<file path="config.mk">
export PLATFORM = sky130hd
export DESIGN_NAME = ocs_ctrl
export DESIGN_NICKNAME = d
export VERILOG_FILES = /design/src/hdl/ocs_pkg.sv /design/src/hdl/ocs_ctrl.sv
export SDC_FILE = /design/constraint.sdc
export NUM_CORES = 1
export LEC_CHECK = 0
export BUFFER_PORTS_ARGS = -buffer_cell sky130_fd_sc_hd__buf_2
export CORE_ASPECT_RATIO = 1.5
export CORE_MARGIN = 4
export CORE_UTILIZATION = 30
export CTS_BUF_LIST = sky130_fd_sc_hd__clkbuf_2 sky130_fd_sc_hd__clkbuf_4 sky130_fd_sc_hd__clkbuf_8
export CTS_CLUSTER_SIZE = 24
export DETAILED_ROUTE_END_ITERATION = 8
export PLACE_DENSITY = 0.55
export SYNTH_ARGS = -nofsm -noshare
export SYNTH_HDL_FRONTEND = slang
export SYNTH_SLANG_ARGS = --single-unit
</file>
<file path="constraint.sdc">
create_clock -name pclk -period 4.7 [get_ports pclk]
set_input_delay 0.47 -clock pclk [delete_from_list [all_inputs] [get_ports pclk]]
set_output_delay 0.47 -clock pclk [all_outputs]
set_load 0.05 [all_outputs]
</file>
<file path="src/hdl/ocs_pkg.sv">
// ocs_pkg: register map, field layout, reset values and timing for the oscillator control.
// assumes a 32-bit apb slave on pclk at 125 mhz.
package ocs_pkg;
	// register byte addresses
	localparam logic [7:0] OCS_ADDR_STATUS = 8'h00;
	localparam logic [7:0] OCS_ADDR_TRIM   = 8'h04;
	localparam logic [7:0] OCS_ADDR_CFG    = 8'h08;
	// status register fields
	localparam int OCS_STAT_REQ_BIT = 1;
	localparam int OCS_STAT_ENG_BIT = 0;
	// config register fields
	localparam int OCS_CFG_SEL_LSB  = 0;
	localparam int OCS_CFG_OUTEN_BIT = 2;
	// reset values
	localparam logic [7:0] OCS_TRIM_RST = 8'h80;
	localparam logic [1:0] OCS_SEL_RST  = 2'h0;
	// nominal internal oscillator, khz
	localparam int OCS_INT_FREQ_KHZ = 12800;
	// external rising edges needed before the switch
	localparam logic [1:0] OCS_EXT_EDGES = 2'h2;
	// source select codes
	typedef enum logic [1:0] {
		OCS_SRC_INT = 2'h0,
		OCS_SRC_EXT = 2'h1,
		OCS_SRC_RC  = 2'h2,
		OCS_SRC_XTL = 2'h3
	} ocs_src_t;
	// switch sequencer, gray along the path
	typedef enum logic [1:0] {
		OCS_ST_INT    = 2'h0,
		OCS_ST_WAIT   = 2'h1,
		OCS_ST_ENGAGE = 2'h3,
		OCS_ST_EXT    = 2'h2
	} ocs_state_t;
	// mode inputs from the system integration unit
	typedef struct packed {
		logic osc_enable_from_sysint;
		logic stop_mode;
		logic wait_mode;
		logic break_mode;
		logic monitor_bypass;
		logic first_test_mode;
		logic second_test_mode;
	} ocs_mode_t;
	// crystal output pin control
	typedef struct packed {
		logic amp_enable;
		logic clk_out;
		logic port_a_bit_four_io;
	} ocs_pin_t;
endpackage

</file>
<file path="src/hdl/ocs_ctrl.sv">
// ocs_ctrl: oscillator source selection, clock derivation and switch control.
// assumes apb master on pclk; source clocks arrive asynchronous and are sampled here.
`timescale 1ns/1ps
module ocs_ctrl
	import ocs_pkg::*;
(
	input  wire logic              pclk,
	input  wire logic              presetn,
	input  wire logic              psel,
	input  wire logic              penable,
	input  wire logic              pwrite,
	input  wire logic [7:0]        paddr,
	input  wire logic [31:0]       pwdata,
	output logic                   pready,
	output logic [31:0]            prdata,
	output logic                   pslverr,
	input  wire ocs_pkg::ocs_mode_t mode_in,
	input  wire logic              internal_osc_clock,
	input  wire logic              crystal_clock,
	input  wire logic              resistor_cap_clock,
	input  wire logic              crystal_input_pin,
	output ocs_pkg::ocs_pin_t      pin_ff,
	output logic                   quad_bus_clock,
	output logic                   double_bus_clock,
	output logic                   internal_osc_enable,
	output logic                   external_osc_enable,
	output logic [7:0]             trim_factor
);
	import ocs_pkg::*;

	logic [7:0]  trim_ff;
	logic [1:0]  sel_ff;
	logic        outen_ff;
	logic        req_ff;
	logic        eng_ff;
	logic        int_stop_ff;
	ocs_state_t  st_ff;
	ocs_state_t  nxt_st;
	logic [1:0]  edge_cnt_ff;
	logic [6:0]  mode_s1_ff;
	logic [6:0]  mode_s2_ff;
	logic [3:0]  clk_s1_ff;
	logic [3:0]  clk_s2_ff;
	logic [3:0]  clk_s3_ff;
	logic        ext_src;
	logic        ext_prev;
	logic        ext_rise;
	logic        src_clk;
	logic        quad_ff;
	logic        dbl_ff;
	logic        quad_prev_ff;
	logic        run;
	logic        req_block;
	logic        both_low;
	logic        wr;
	logic        rd;
	ocs_mode_t   mode_s;

	// address decode used by both read and write paths
	function automatic logic [1:0] ocs_dec(input logic [7:0] a);
		case (a)
			OCS_ADDR_STATUS: ocs_dec = 2'h1;
			OCS_ADDR_TRIM:   ocs_dec = 2'h2;
			OCS_ADDR_CFG:    ocs_dec = 2'h3;
			default:         ocs_dec = 2'h0;
		endcase
	endfunction

	assign wr     = psel & penable & pwrite;
	assign rd     = psel & penable & ~pwrite;
	assign mode_s = ocs_mode_t'(mode_s2_ff);

	// two-flop synchronisers for the mode levels from the system unit
	always_ff @(posedge pclk or negedge presetn)
	begin
		if (!presetn)
		begin
			mode_s1_ff <= 7'h00;
			mode_s2_ff <= 7'h00;
		end
		else
		begin
			mode_s1_ff <= mode_in;
			mode_s2_ff <= mode_s1_ff;
		end
	end

	// source clocks: two flops, then a third kept only for edge detection
	always_ff @(posedge pclk or negedge presetn)
	begin
		if (!presetn)
		begin
			clk_s1_ff <= 4'h0;
			clk_s2_ff <= 4'h0;
			clk_s3_ff <= 4'h0;
		end
		else
		begin
			clk_s1_ff <= {crystal_input_pin, resistor_cap_clock, crystal_clock,
				internal_osc_clock};
			clk_s2_ff <= clk_s1_ff;
			clk_s3_ff <= clk_s2_ff;
		end
	end

	// pick the selected external source; sampled clocks limit rates to under pclk/2
	always_comb
	begin
		ext_src  = 1'b0;
		ext_prev = 1'b0;
		case (sel_ff)
			OCS_SRC_EXT:
			begin
				ext_src  = clk_s2_ff[3];
				ext_prev = clk_s3_ff[3];
			end
			OCS_SRC_RC:
			begin
				ext_src  = clk_s2_ff[2];
				ext_prev = clk_s3_ff[2];
			end
			OCS_SRC_XTL:
			begin
				ext_src  = clk_s2_ff[1];
				ext_prev = clk_s3_ff[1];
			end
			default:
			begin
				ext_src  = 1'b0;
				ext_prev = 1'b0;
			end
		endcase
	end

	assign ext_rise = ext_src & ~ext_prev;
	// quad clock is the engaged source itself, internal until the switch
	assign src_clk  = eng_ff ? ext_src : clk_s2_ff[0];
	// stop and oscillator enable gate the source; wait and break do not
	assign run      = mode_s.osc_enable_from_sysint & ~mode_s.stop_mode;
	assign req_block = mode_s.monitor_bypass | mode_s.first_test_mode |
		mode_s.second_test_mode;
	// both sampled clocks low: the only moment the quad source may be swapped
	assign both_low  = ~ext_src & ~clk_s2_ff[0];

	// bus clock ports come straight from their flops
	assign quad_bus_clock   = quad_ff;
	assign double_bus_clock = dbl_ff;

	// apb register writes
	always_ff @(posedge pclk or negedge presetn)
	begin
		if (!presetn)
		begin
			trim_ff  <= OCS_TRIM_RST;
			sel_ff   <= OCS_SEL_RST;
			outen_ff <= 1'b0;
			req_ff   <= 1'b0;
		end
		else if (wr)
		begin
			case (ocs_dec(paddr))
				2'h1: req_ff <= pwdata[OCS_STAT_REQ_BIT];
				2'h2: trim_ff <= pwdata[7:0];
				2'h3:
				begin
					sel_ff   <= pwdata[OCS_CFG_SEL_LSB +: 2];
					outen_ff <= pwdata[OCS_CFG_OUTEN_BIT];
				end
				default: req_ff <= req_ff;
			endcase
		end
	end

	// apb answer: zero wait states, error on unmapped address
	always_ff @(posedge pclk or negedge presetn)
	begin
		if (!presetn)
		begin
			pready  <= 1'b0;
			prdata  <= 32'h0000_0000;
			pslverr <= 1'b0;
		end
		else
		begin
			pready  <= psel & ~penable;
			pslverr <= psel & ~penable & (ocs_dec(paddr) == 2'h0);
			prdata  <= 32'h0000_0000;
			if (psel & ~penable & ~pwrite)
			begin
				case (ocs_dec(paddr))
					2'h1: prdata <= {30'h0, req_ff, eng_ff};
					2'h2: prdata <= {24'h0, trim_ff};
					2'h3: prdata <= {29'h0, outen_ff, sel_ff};
					default: prdata <= 32'h0000_0000;
				endcase
			end
		end
	end

	// switch sequencer next state
	always_comb
	begin
		nxt_st = st_ff;
		case (st_ff)
			OCS_ST_INT:
				if (req_ff & ~req_block & (sel_ff != OCS_SRC_INT))
					nxt_st = OCS_ST_WAIT;
			OCS_ST_WAIT:
				if (ext_rise & (edge_cnt_ff == OCS_EXT_EDGES - 2'h1))
					nxt_st = OCS_ST_ENGAGE;
			OCS_ST_ENGAGE:
				if (both_low)
					nxt_st = OCS_ST_EXT;
			OCS_ST_EXT:
				nxt_st = OCS_ST_EXT;
			default:
				nxt_st = OCS_ST_INT;
		endcase
	end

	// sequencer state register
	always_ff @(posedge pclk or negedge presetn)
	begin
		if (!presetn)
			st_ff <= OCS_ST_INT;
		else
			st_ff <= nxt_st;
	end

	// external rising edges seen while waiting; cleared in any other state
	always_ff @(posedge pclk or negedge presetn)
	begin
		if (!presetn)
			edge_cnt_ff <= 2'h0;
		else if (st_ff != OCS_ST_WAIT)
			edge_cnt_ff <= 2'h0;
		else if (ext_rise)
			edge_cnt_ff <= edge_cnt_ff + 2'h1;
	end

	// engaged flag set only while both clocks are low, so the swap cannot glitch
	always_ff @(posedge pclk or negedge presetn)
	begin
		if (!presetn)
			eng_ff <= 1'b0;
		else if ((st_ff == OCS_ST_ENGAGE) & both_low)
			eng_ff <= 1'b1;
	end

	// internal oscillator stop, one cycle after the engaged flag
	always_ff @(posedge pclk or negedge presetn)
	begin
		if (!presetn)
			int_stop_ff <= 1'b0;
		else if (st_ff == OCS_ST_EXT)
			int_stop_ff <= 1'b1;
	end

	// quad clock: running source resampled; stop or enable low holds it at 0
	always_ff @(posedge pclk or negedge presetn)
	begin
		if (!presetn)
		begin
			quad_ff      <= 1'b0;
			quad_prev_ff <= 1'b0;
		end
		else
		begin
			quad_ff      <= run & src_clk;
			quad_prev_ff <= quad_ff;
		end
	end

	// double clock toggles on each quad rise; the system unit halves it again
	always_ff @(posedge pclk or negedge presetn)
	begin
		if (!presetn)
			dbl_ff <= 1'b0;
		else if (quad_ff & ~quad_prev_ff)
			dbl_ff <= ~dbl_ff;
	end

	// crystal output pin function, from select and enable bit, not engagement
	always_ff @(posedge pclk or negedge presetn)
	begin
		if (!presetn)
			pin_ff <= '0;
		else
		begin
			pin_ff.amp_enable         <= (sel_ff == OCS_SRC_XTL);
			pin_ff.clk_out            <= ((sel_ff == OCS_SRC_INT) | (sel_ff == OCS_SRC_RC))
				& outen_ff & quad_ff;
			pin_ff.port_a_bit_four_io <= (sel_ff == OCS_SRC_EXT) |
				(((sel_ff == OCS_SRC_INT) | (sel_ff == OCS_SRC_RC)) & ~outen_ff);
		end
	end

	// internal oscillator enable; once stopped only reset brings it back
	always_ff @(posedge pclk or negedge presetn)
	begin
		if (!presetn)
			internal_osc_enable <= 1'b0;
		else
			internal_osc_enable <= run & ~int_stop_ff;
	end

	// external generator enable: a live request or an engaged source
	always_ff @(posedge pclk or negedge presetn)
	begin
		if (!presetn)
			external_osc_enable <= 1'b0;
		else
			external_osc_enable <= run & (sel_ff != OCS_SRC_INT) &
				((req_ff & ~req_block) | eng_ff);
	end

	// trim factor handed to the analog oscillator
	always_ff @(posedge pclk or negedge presetn)
	begin
		if (!presetn)
			trim_factor <= OCS_TRIM_RST;
		else
			trim_factor <= trim_ff;
	end

endmodule

</file>
# Word level (Yosys, flattened, before mapping)
# Cells that the tools add are included.
# totals
ff_bits,94
inputBits,56
output_inout_bits,49
# classes
add_sub_neg,1
n_eq_ne,19
mux,14
n_bitwise,36
reduce_logical,10
# ops
operator,n
$pmux 8 s3,1
$and 1x1->1,20
$eq 2x2->1 const B,8
$mux 2,7
$not 1->1,11
$eq 2x1->1 const B,5
$eq 8x3->1 const B,1
$eq 8x4->1 const B,1
$logic_not 8->1,1
$mux 8,1
$pmux 2 s4,1
$logic_not 2->1,3
$ne 2x2->1 const B,3
$pmux 1 s3,2
$pmux 2 s3,1
$reduce_and 2->1,3
$or 1x1->1,5
$reduce_bool 2->1,2
$reduce_and 3->1,1
$add 2x1->2 const B,1
$ne 2x1->1 const B,1
$mux 1,1

# Longest topological paths before layout
# Gate-level depths: netlist (run 1).
# depth
word_depth,7
mapped_depth,5
mapped_depth_nobuf,4

# Worst setup path after synthesis (run 1)
# No wires, ideal clock.
# synth_timing
path_kind,in2reg
start,in paddr[5]
end,reg trim_ff[0]
arrival_ps,1863
required_time_ps,4575
path_slack_ps,2712
cell_stages,3
cell_sequence,or4_4 -> nor4_4 -> mux2_2
# synth_via
elab_chain_cells,5
# synth_lines
item,line,text
start: declaration,ocs_ctrl.sv:12,"input wire logic [7:0] paddr,"
$eq 8x4->1 (tied with other cells),ocs_ctrl.sv:61,case (a)
$pmux 2 s3 *,ocs_ctrl.sv:61,
$mux 2 *,ocs_ctrl.sv:159,else if (wr)
$eq 2x2->1 *,ocs_ctrl.sv:161,case (ocs_dec(paddr))
$reduce_and 2->1 (no source line) *,-,
end signal: assignment,ocs_ctrl.sv:163,2'h2: trim_ff <= pwdata[7:0];
end: declaration,ocs_ctrl.sv:31,logic [7:0] trim_ff;
# Mark *: on every way between the ends. The rest lies on a longest branch, timed or not. The select of a mux whose other input is x is not followed.
# A chain may end at the register's enable or synchronous reset.

# Worst setup path in the final report (run 1)
# layout_timing
start,in paddr[5]
end,reg trim_ff[5]
# Same word-level chain as after synthesis.

==> qor.csv, run 1 <==
stage,metric,value,unit
setup_path,"Buf+Inv Stages, Crit Path",1,
setup_path,cell family with most CP delay,simple AND/OR/NAND/NOR gates,
final_layout,footprint of the multi-input gates,651,um2
yosys,Synth area leaders,"dfrtp_1, buf_4, mux2_2",
yosys,most common flop cell mapped by yosys,dfrtp_1,
clock_network,clock tree buffer depth,2,
final_layout,Ant. Diodes,0,
yosys,register area share after synthesis,68.0,%
floorplanning,Initial Util,31.1,%
flow_run,max_cap viols,0,
final_layout,area delta synth->final,19.3,%
yosys,Yosys top cell area share,65.8,%
yosys,synth unique cells,32,
timing,Tmin final,1.93,ns
pwr,Lkg Pwr,1.49,nW
setup_path,CP Cell Sequence,"buf_2, or4_4, nor4_4, mux2_2",
pwr,Tot Pwr,1.10,mW
route,via count,1386,
setup_path,CP Class,input pin to flop,
final_layout,fraction of layout cells with a size suffix above 1,37.7,%
clock_network,clk_lat worst skew,0.32,ns
setup_path,worst path arrival time,2.13,ns
pwr,PwrDens,386,nW/um2
setup_path,CP max stage cell,nor4_4,
route,initial DRC count,45,
floorplanning,Core Area,7710,um2
setup_path,Critical Path Sink Type,flop,
route,post-route ant nets,0,
timing,post-route clock period utilization,41.0,%
setup_path,CP Max Fanout,8,
grt,vias in the first global route,1399,
setup_path,required time worst endpoint,4.90,ns
yosys,post-synth top area cell,dfrtp_1,
yosys,Synth warnings,0,
route,Pre-antenna DRT Iters,4,
grt,total gr overflow,0,
clock_network,Clock transition at path regs,0.06,ns
clock_network,CTS buffer count,9,
timing,Slew HR,48.1,%
final_layout,fill count,792,
timing,Tightest Pin Transition,0.779,ns
timing,RSZ-0062 raised after global routing,false,
timing,Achievable Freq,0.519,GHz
timing,Setup Viol. Count Final,0,
route,post-DR vias/cell,4.06,
yosys,Mapped Area,2400,um2
yosys,Post-synth top cells,"dfrtp_1, buf_4, nor2_1",
grt,first-pass GRT wire length,6.56,mm
clock_network,Hold Buf Count CTS,0,
yosys,synthesized area per cell,13.8,um2
grt,largest net degree at the start of global routing,66,
route,post-route DRC violation count,0,
final_layout,Reg area,1630,um2
route,Routed wire per std cell,11.4,um
yosys,top-count cell post-synth,dfrtp_1,
clock_network,Post-CTS Repair Setup Buffers,0,
clock_network,htree depth,3,
setup_path,peak per-stage delay on the critical path,0.59,ns
route,final wirelength,3.90,mm
placed_design,port bufs,54,
yosys,flop and latch count out of synthesis,65,
clock_network,CTS tree,done,
timing,Worst Skew,0.00562,ns
floorplanning,I/O pins,105,
timing,"Slew Viols, Final",0,
grt,antenna violations before repair,0,
floorplanning,die area,9510,um2
floorplanning,die width,81.0,um
clock_network,post_cts resized,0,
timing,Final Hold Viols,0,
grt,Total GRT Usage,9.23,%
floorplanning,row cnt,39,
clock_network,clk sink count,65,
timing,Fin Setup TNS,0,ns
yosys,Mapped Cells,174,
yosys,number of flops mapped to enable cells by yosys,0,
placed_design,Final GP Congestion,0.761,
status,status,"complete, no violations",
floorplanning,Die Y-Extent,117,um
placed_design,DP Wirelength,2.89,mm
setup_path,CP Launch Type,input pin,
pwr,Max IR drop VDD,0.000182,V
yosys,Async SR Flop Fraction,100,%
final_layout,# nets final,294,
clock_network,clock root cell,clkbuf_8,
min_path,Hold WC Path Type,input pin to flop,
==> logic make-up after synthesis <==
logic type	Yosys count	share of synthesized area (%)
xor gates and xnor gates	1	0.366
and+or+nand+nor	44	10.7
adders and majority gates	1	0.522
muxes	17	7.83
buffers and inverters	30	8.46
AOI/OAI and AO/OA	15	4.02
DFF	65	68.0
other	1	0.157
==> cell type report <==
class	instances	share of cell area [%]
sequential	65	57.0
multi-input combinational	102	22.8
timing repair buffer	55	9.72
clock buffer	12	5.34
tap	102	4.47
inverter	4	0.525
clock inverter	1	0.175
==> power by group <==
| group | internal [mW] | leakage (nW) | switching, mW |
|---|---|---|---|
| clock network | 0.208 | 0.0850 | 0.176 |
| registers | 0.582 | 0.834 | 0.0105 |
| logic | 0.0276 | 0.567 | 0.0977 |
| total | 0.817 | 1.49 | 0.284 |
==> path summary, 6_finish.rpt <==
check / start / endpoint / slack, ns / depth (start not counted)
min in group asynchronous: presetn / prdata[7] / 0.30 / 2
setup / recovery: paddr[5] / trim_ff[5] / 2.77 / 4
hold reg to reg: mode_s1_ff[1] / mode_s[1] / 0.35 / 0
hold / removal: internal_osc_clock / clk_s1_ff[0] / 0.25 / 1
setup reg to reg: sel_ff[0] / st_ff[1] / 3.01 / 4
max in group asynchronous: presetn / trim_ff[5] / 3.88 / 2
==> through the flow <==
step                      setup slack, ns  std cells  utilization [%]  instance area (um2)  hold WS (ns)
after detailed placement             2.38        328             35.0                 2700         0.335
final                                2.77        341             37.1                 2860         0.252
after CTS                            2.73        341             37.1                 2860         0.224
after global placement               2.39        328             35.0                 2700         0.333
after floorplan                      2.71        197                -                 2480         0.174
after global routing                 2.67        341             37.1                 2860         0.223
==> registers in the layout, indices dropped and copies added (netlist names), 2 cells and up <==
| signal | count |
|---|---|
| clk_s1_ff | 4 |
| edge_cnt_ff | 2 |
| clk_s2_ff | 4 |
| trim_factor | 8 |
| mode_s | 5 |
| prdata | 8 |
| mode_s1_ff | 5 |
| st_ff | 2 |
| sel_ff | 2 |
| clk_s3_ff | 3 |
| pin_ff | 3 |
| trim_ff | 8 |
==> placed cells by master (no fill, tap or decap), types with 3 or more instances in the layout <==
master	count
inv_1	4
and2_1	7
nand2_1	3
a21oi_1	6
clkbuf_8	10
mux2i_1	3
mux2_2	14
conb_1	24
dfrtp_1	63
nand2b_1	6
buf_2	54
nor2_1	15
==> layer usage <==
metal  global-route usage [%]  routed length, um  vias to the layer above
met3                     2.60                278                       13
met1                     9.49               1410                      661
li1                         -                  -                      657
met4                     7.29                153                        0
met5                        0                  0                        -
met2                     15.2               2060                       55
(Power assumes the default switching activity.)
==> inputs of run 2 (changes only) <==
--- a/config.mk
+++ b/config.mk
@@ -12,7 +12,7 @@
 export CTS_BUF_LIST = sky130_fd_sc_hd__clkbuf_2 sky130_fd_sc_hd__clkbuf_4 sky130_fd_sc_hd__clkbuf_8
 export CTS_CLUSTER_SIZE = 24
 export DETAILED_ROUTE_END_ITERATION = 8
-export PLACE_DENSITY = 0.55
+export PLACE_DENSITY = 0.57
 export SYNTH_ARGS = -nofsm -noshare
 export SYNTH_HDL_FRONTEND = slang
 export SYNTH_SLANG_ARGS = --single-unit
==> constraint.sdc (replaced) <==
create_clock -name pclk -period 1.59 [get_ports pclk]
set_input_delay 0.159 -clock pclk [delete_from_list [all_inputs] [get_ports pclk]]
set_output_delay 0.159 -clock pclk [all_outputs]
set_load 0.05 [all_outputs]
==> run 2 against run 1 <==
Against the previous run:
- global-route usage is 0.24 points higher
- total power grew to 3.2 times the previous value
- sequential cell count stayed put
- largest cell class unchanged
- critical endpoint is now st_ff[1]
- clock power grew to 3.6 times the previous value
==> qor.csv, run 2 (synthesized netlist as in run 1, its figures left out) <==
stage,metric,value,unit,change
route,final wirelength,4.04,mm,+3.5%
floorplanning,Core Area,7710,um2,unchanged
setup_path,peak per-stage delay on the critical path,0.40,ns,-0.19 ns
route,Pre-antenna DRT Iters,4,,unchanged
floorplanning,Die Y-Extent,117,um,unchanged
final_layout,biggest regs,"prdata x8, trim_factor x8, trim_ff x8",,
placed_design,dpl ws,-0.178,ns,-2.56 ns
final_layout,"commonest non-fill, non-tap cell in the layout",dfrtp_1,,
pwr,Max IR drop VDD,0.000501,V,+170%
route,post-route ant nets,0,,unchanged
route,Routed met1 length,1.44,mm,+2.1%
clock_network,Post-CTS Repair Setup Buffers,0,,unchanged
setup_path,worst path arrival time,1.71,ns,-0.42 ns
clock_network,clk_lat worst skew,0.33,ns,about the same
final_layout,area delta synth->final,28.6,%,
setup_path,CP max stage cell,dfrtp_2,,
final_layout,Ant. Diodes,0,,unchanged
timing,Setup Viol. Count Final,0,,unchanged
floorplanning,die width,81.0,um,unchanged
timing,Worst Skew,0.00480,ns,-0.000820 ns
final_layout,"Core Util, Final",40.0,%,+2.9 points
pwr,PwrDens,1140,nW/um2,+200%
grt,first-pass GRT wire length,6.64,mm,+1.2%
setup_path,CP Max Fanout,4,,-4
final_layout,"commonest non-fill, non-tap cells in the layout","dfrtp_1, buf_2, conb_1",,
flow_run,max_cap viols,0,,unchanged
min_path,Hold WC Path Type,input pin to flop,,
floorplanning,row cnt,39,,unchanged
timing,Tightest Pin Transition,0.553,ns,-0.226 ns
grt,total gr overflow,0,,unchanged
clock_network,Clock transition at path regs,0.06,ns,about the same
floorplanning,Initial Util,31.1,%,unchanged
final_layout,fraction of layout cells with a size suffix above 1,39.2,%,+1.6 points
pwr,Lkg Pwr,1.60,nW,+7.6%
setup_path,CP Class,flop to flop,,
timing,"Slew Viols, Final",0,,unchanged
floorplanning,die area,9510,um2,unchanged
setup_path,flop2flop setup slack,0.10,ns,-2.91 ns
grt,vias in the first global route,1425,,+1.9%
route,routed wl met3,373,um,+34%
setup_path,CP Cell Sequence,"mux2_2, a22o_1, and2_1, a31o_2",,
timing,RSZ-0062 raised after global routing,false,,
final_layout,fill count,779,,-1.6%
final_layout,# nets final,313,,+6.5%
timing,Tmin final,1.49,ns,
setup_path,Critical Path Sink Type,flop,,
clock_network,clk sink count,65,,unchanged
grt,antenna violations before repair,0,,unchanged
placed_design,port bufs,54,,unchanged
setup_path,required time worst endpoint,1.81,ns,-3.09 ns
timing,post-route clock period utilization,93.6,%,
clock_network,CTS buffer count,9,,unchanged
route,initial DRC count,51,,+13%
route,post-route DRC violation count,0,,unchanged
timing,Final Hold Viols,0,,unchanged
clock_network,clock root cell,clkbuf_8,,
floorplanning,I/O pins,105,,unchanged
placed_design,DP Wirelength,2.89,mm,+0.16%
route,via count,1423,,+2.7%
setup_path,CP Launch Type,flop,,
route,DR top layer,met4,,
clock_network,htree depth,3,,unchanged
status,status,"complete, no violations",,
route,metal2 WL,2.13,mm,+3.6%
timing,Slew HR,62.6,%,+15 points
timing,Achievable Freq,0.672,GHz,
placed_design,Final GP Congestion,0.699,,-8.2%
clock_network,CTS tree,done,,
grt,largest net degree at the start of global routing,66,,unchanged
route,post-DR vias/cell,3.93,,-3.3%
clock_network,clock tree buffer depth,2,,unchanged
grt,Total GRT Usage,9.47,%,+0.24 points
timing,final worst setup slack,0.103,ns,-2.67 ns
route,Routed wire per std cell,11.1,um,-2.5%
## run 2: cell count changes in the layout (fill, tap and decap cells not counted)
cell and change:
buf_12 +1, buf_4 +8, clkinv_2 +1, clkbuf_4 -1, dfrtp_1 -1, dfrtp_2 +1, clkbuf_8 +1, bufinv_16 +1
dlygate4sd3_1 +10
## run 2: path summary, 6_finish.rpt
| check | start | to | cells past startpoint |
|---|---|---|---|
| max in group asynchronous | presetn | trim_ff[7] | 3 |
| hold reg to reg | clk_s1_ff[0] | clk_s2_ff[0] | 0 |
| hold / removal | pwdata[3] | trim_ff[3] | 2 |
| setup / recovery | sel_ff[0] | st_ff[1] | 4 |
| setup reg to reg | sel_ff[0] | st_ff[1] | 4 |
| min in group asynchronous | presetn | quad_prev_ff | 3 |
## run 2: repair_timing
action	in CTS	in global routing
endpoints found under the hold margin	72	0
endpoints found under the setup margin	0	1
resized for setup	0	1
hold buffers	10	0
## run 2: per-layer routing
metal,vias to the layer above,global-route usage (%)
li1,693,-
met3,6,4.06
met4,0,5.71
met1,665,9.55
met5,-,0
met2,59,15.7
## run 2: report_power, final
group	internal, mW	total [mW]	switching (mW)
combinational	0.104	0.395	0.291
sequential	1.72	1.75	0.0317
clock	0.813	1.38	0.566
total	2.64	3.53	0.890
## run 2: area by class of cell
| cell class | count | area (um2) | area share, % |
|---|---|---|---|
| clock buffers | 12 | 159 | 5.16 |
| well taps | 102 | 128 | 4.14 |
| flip-flops and latches | 65 | 1630 | 52.9 |
| multi-input cells | 102 | 651 | 21.1 |
| clock inverters | 3 | 40.0 | 1.30 |
| inverters | 4 | 15.0 | 0.487 |
| repair buffers | 74 | 458 | 14.9 |
## run 2: through the flow
step           area [um2]  hold WS, ns  setup TNS, ns  total power, mW  std cells
6_report             3080       0.0661              0             3.53        362
5_1_grt              3080       0.0264              0             3.71        362
4_1_cts              3080       0.0389              0             3.59        362
3_5_place_dp         2780        0.201          -2.35             2.16        337
3_3_place_gp         2780        0.196          -2.32             2.16        337
2_1_floorplan        2480       -0.137         -0.656             2.09        197
## run 2: worst max-delay path, delay by kind of cell, from the launching register on
family	cells	cell delay [ns]
AND/OR/NAND/NOR	1	0.16
multiplexers	1	0.34
AO/OA/AOI/OAI	2	0.48
flip-flops	1	0.40
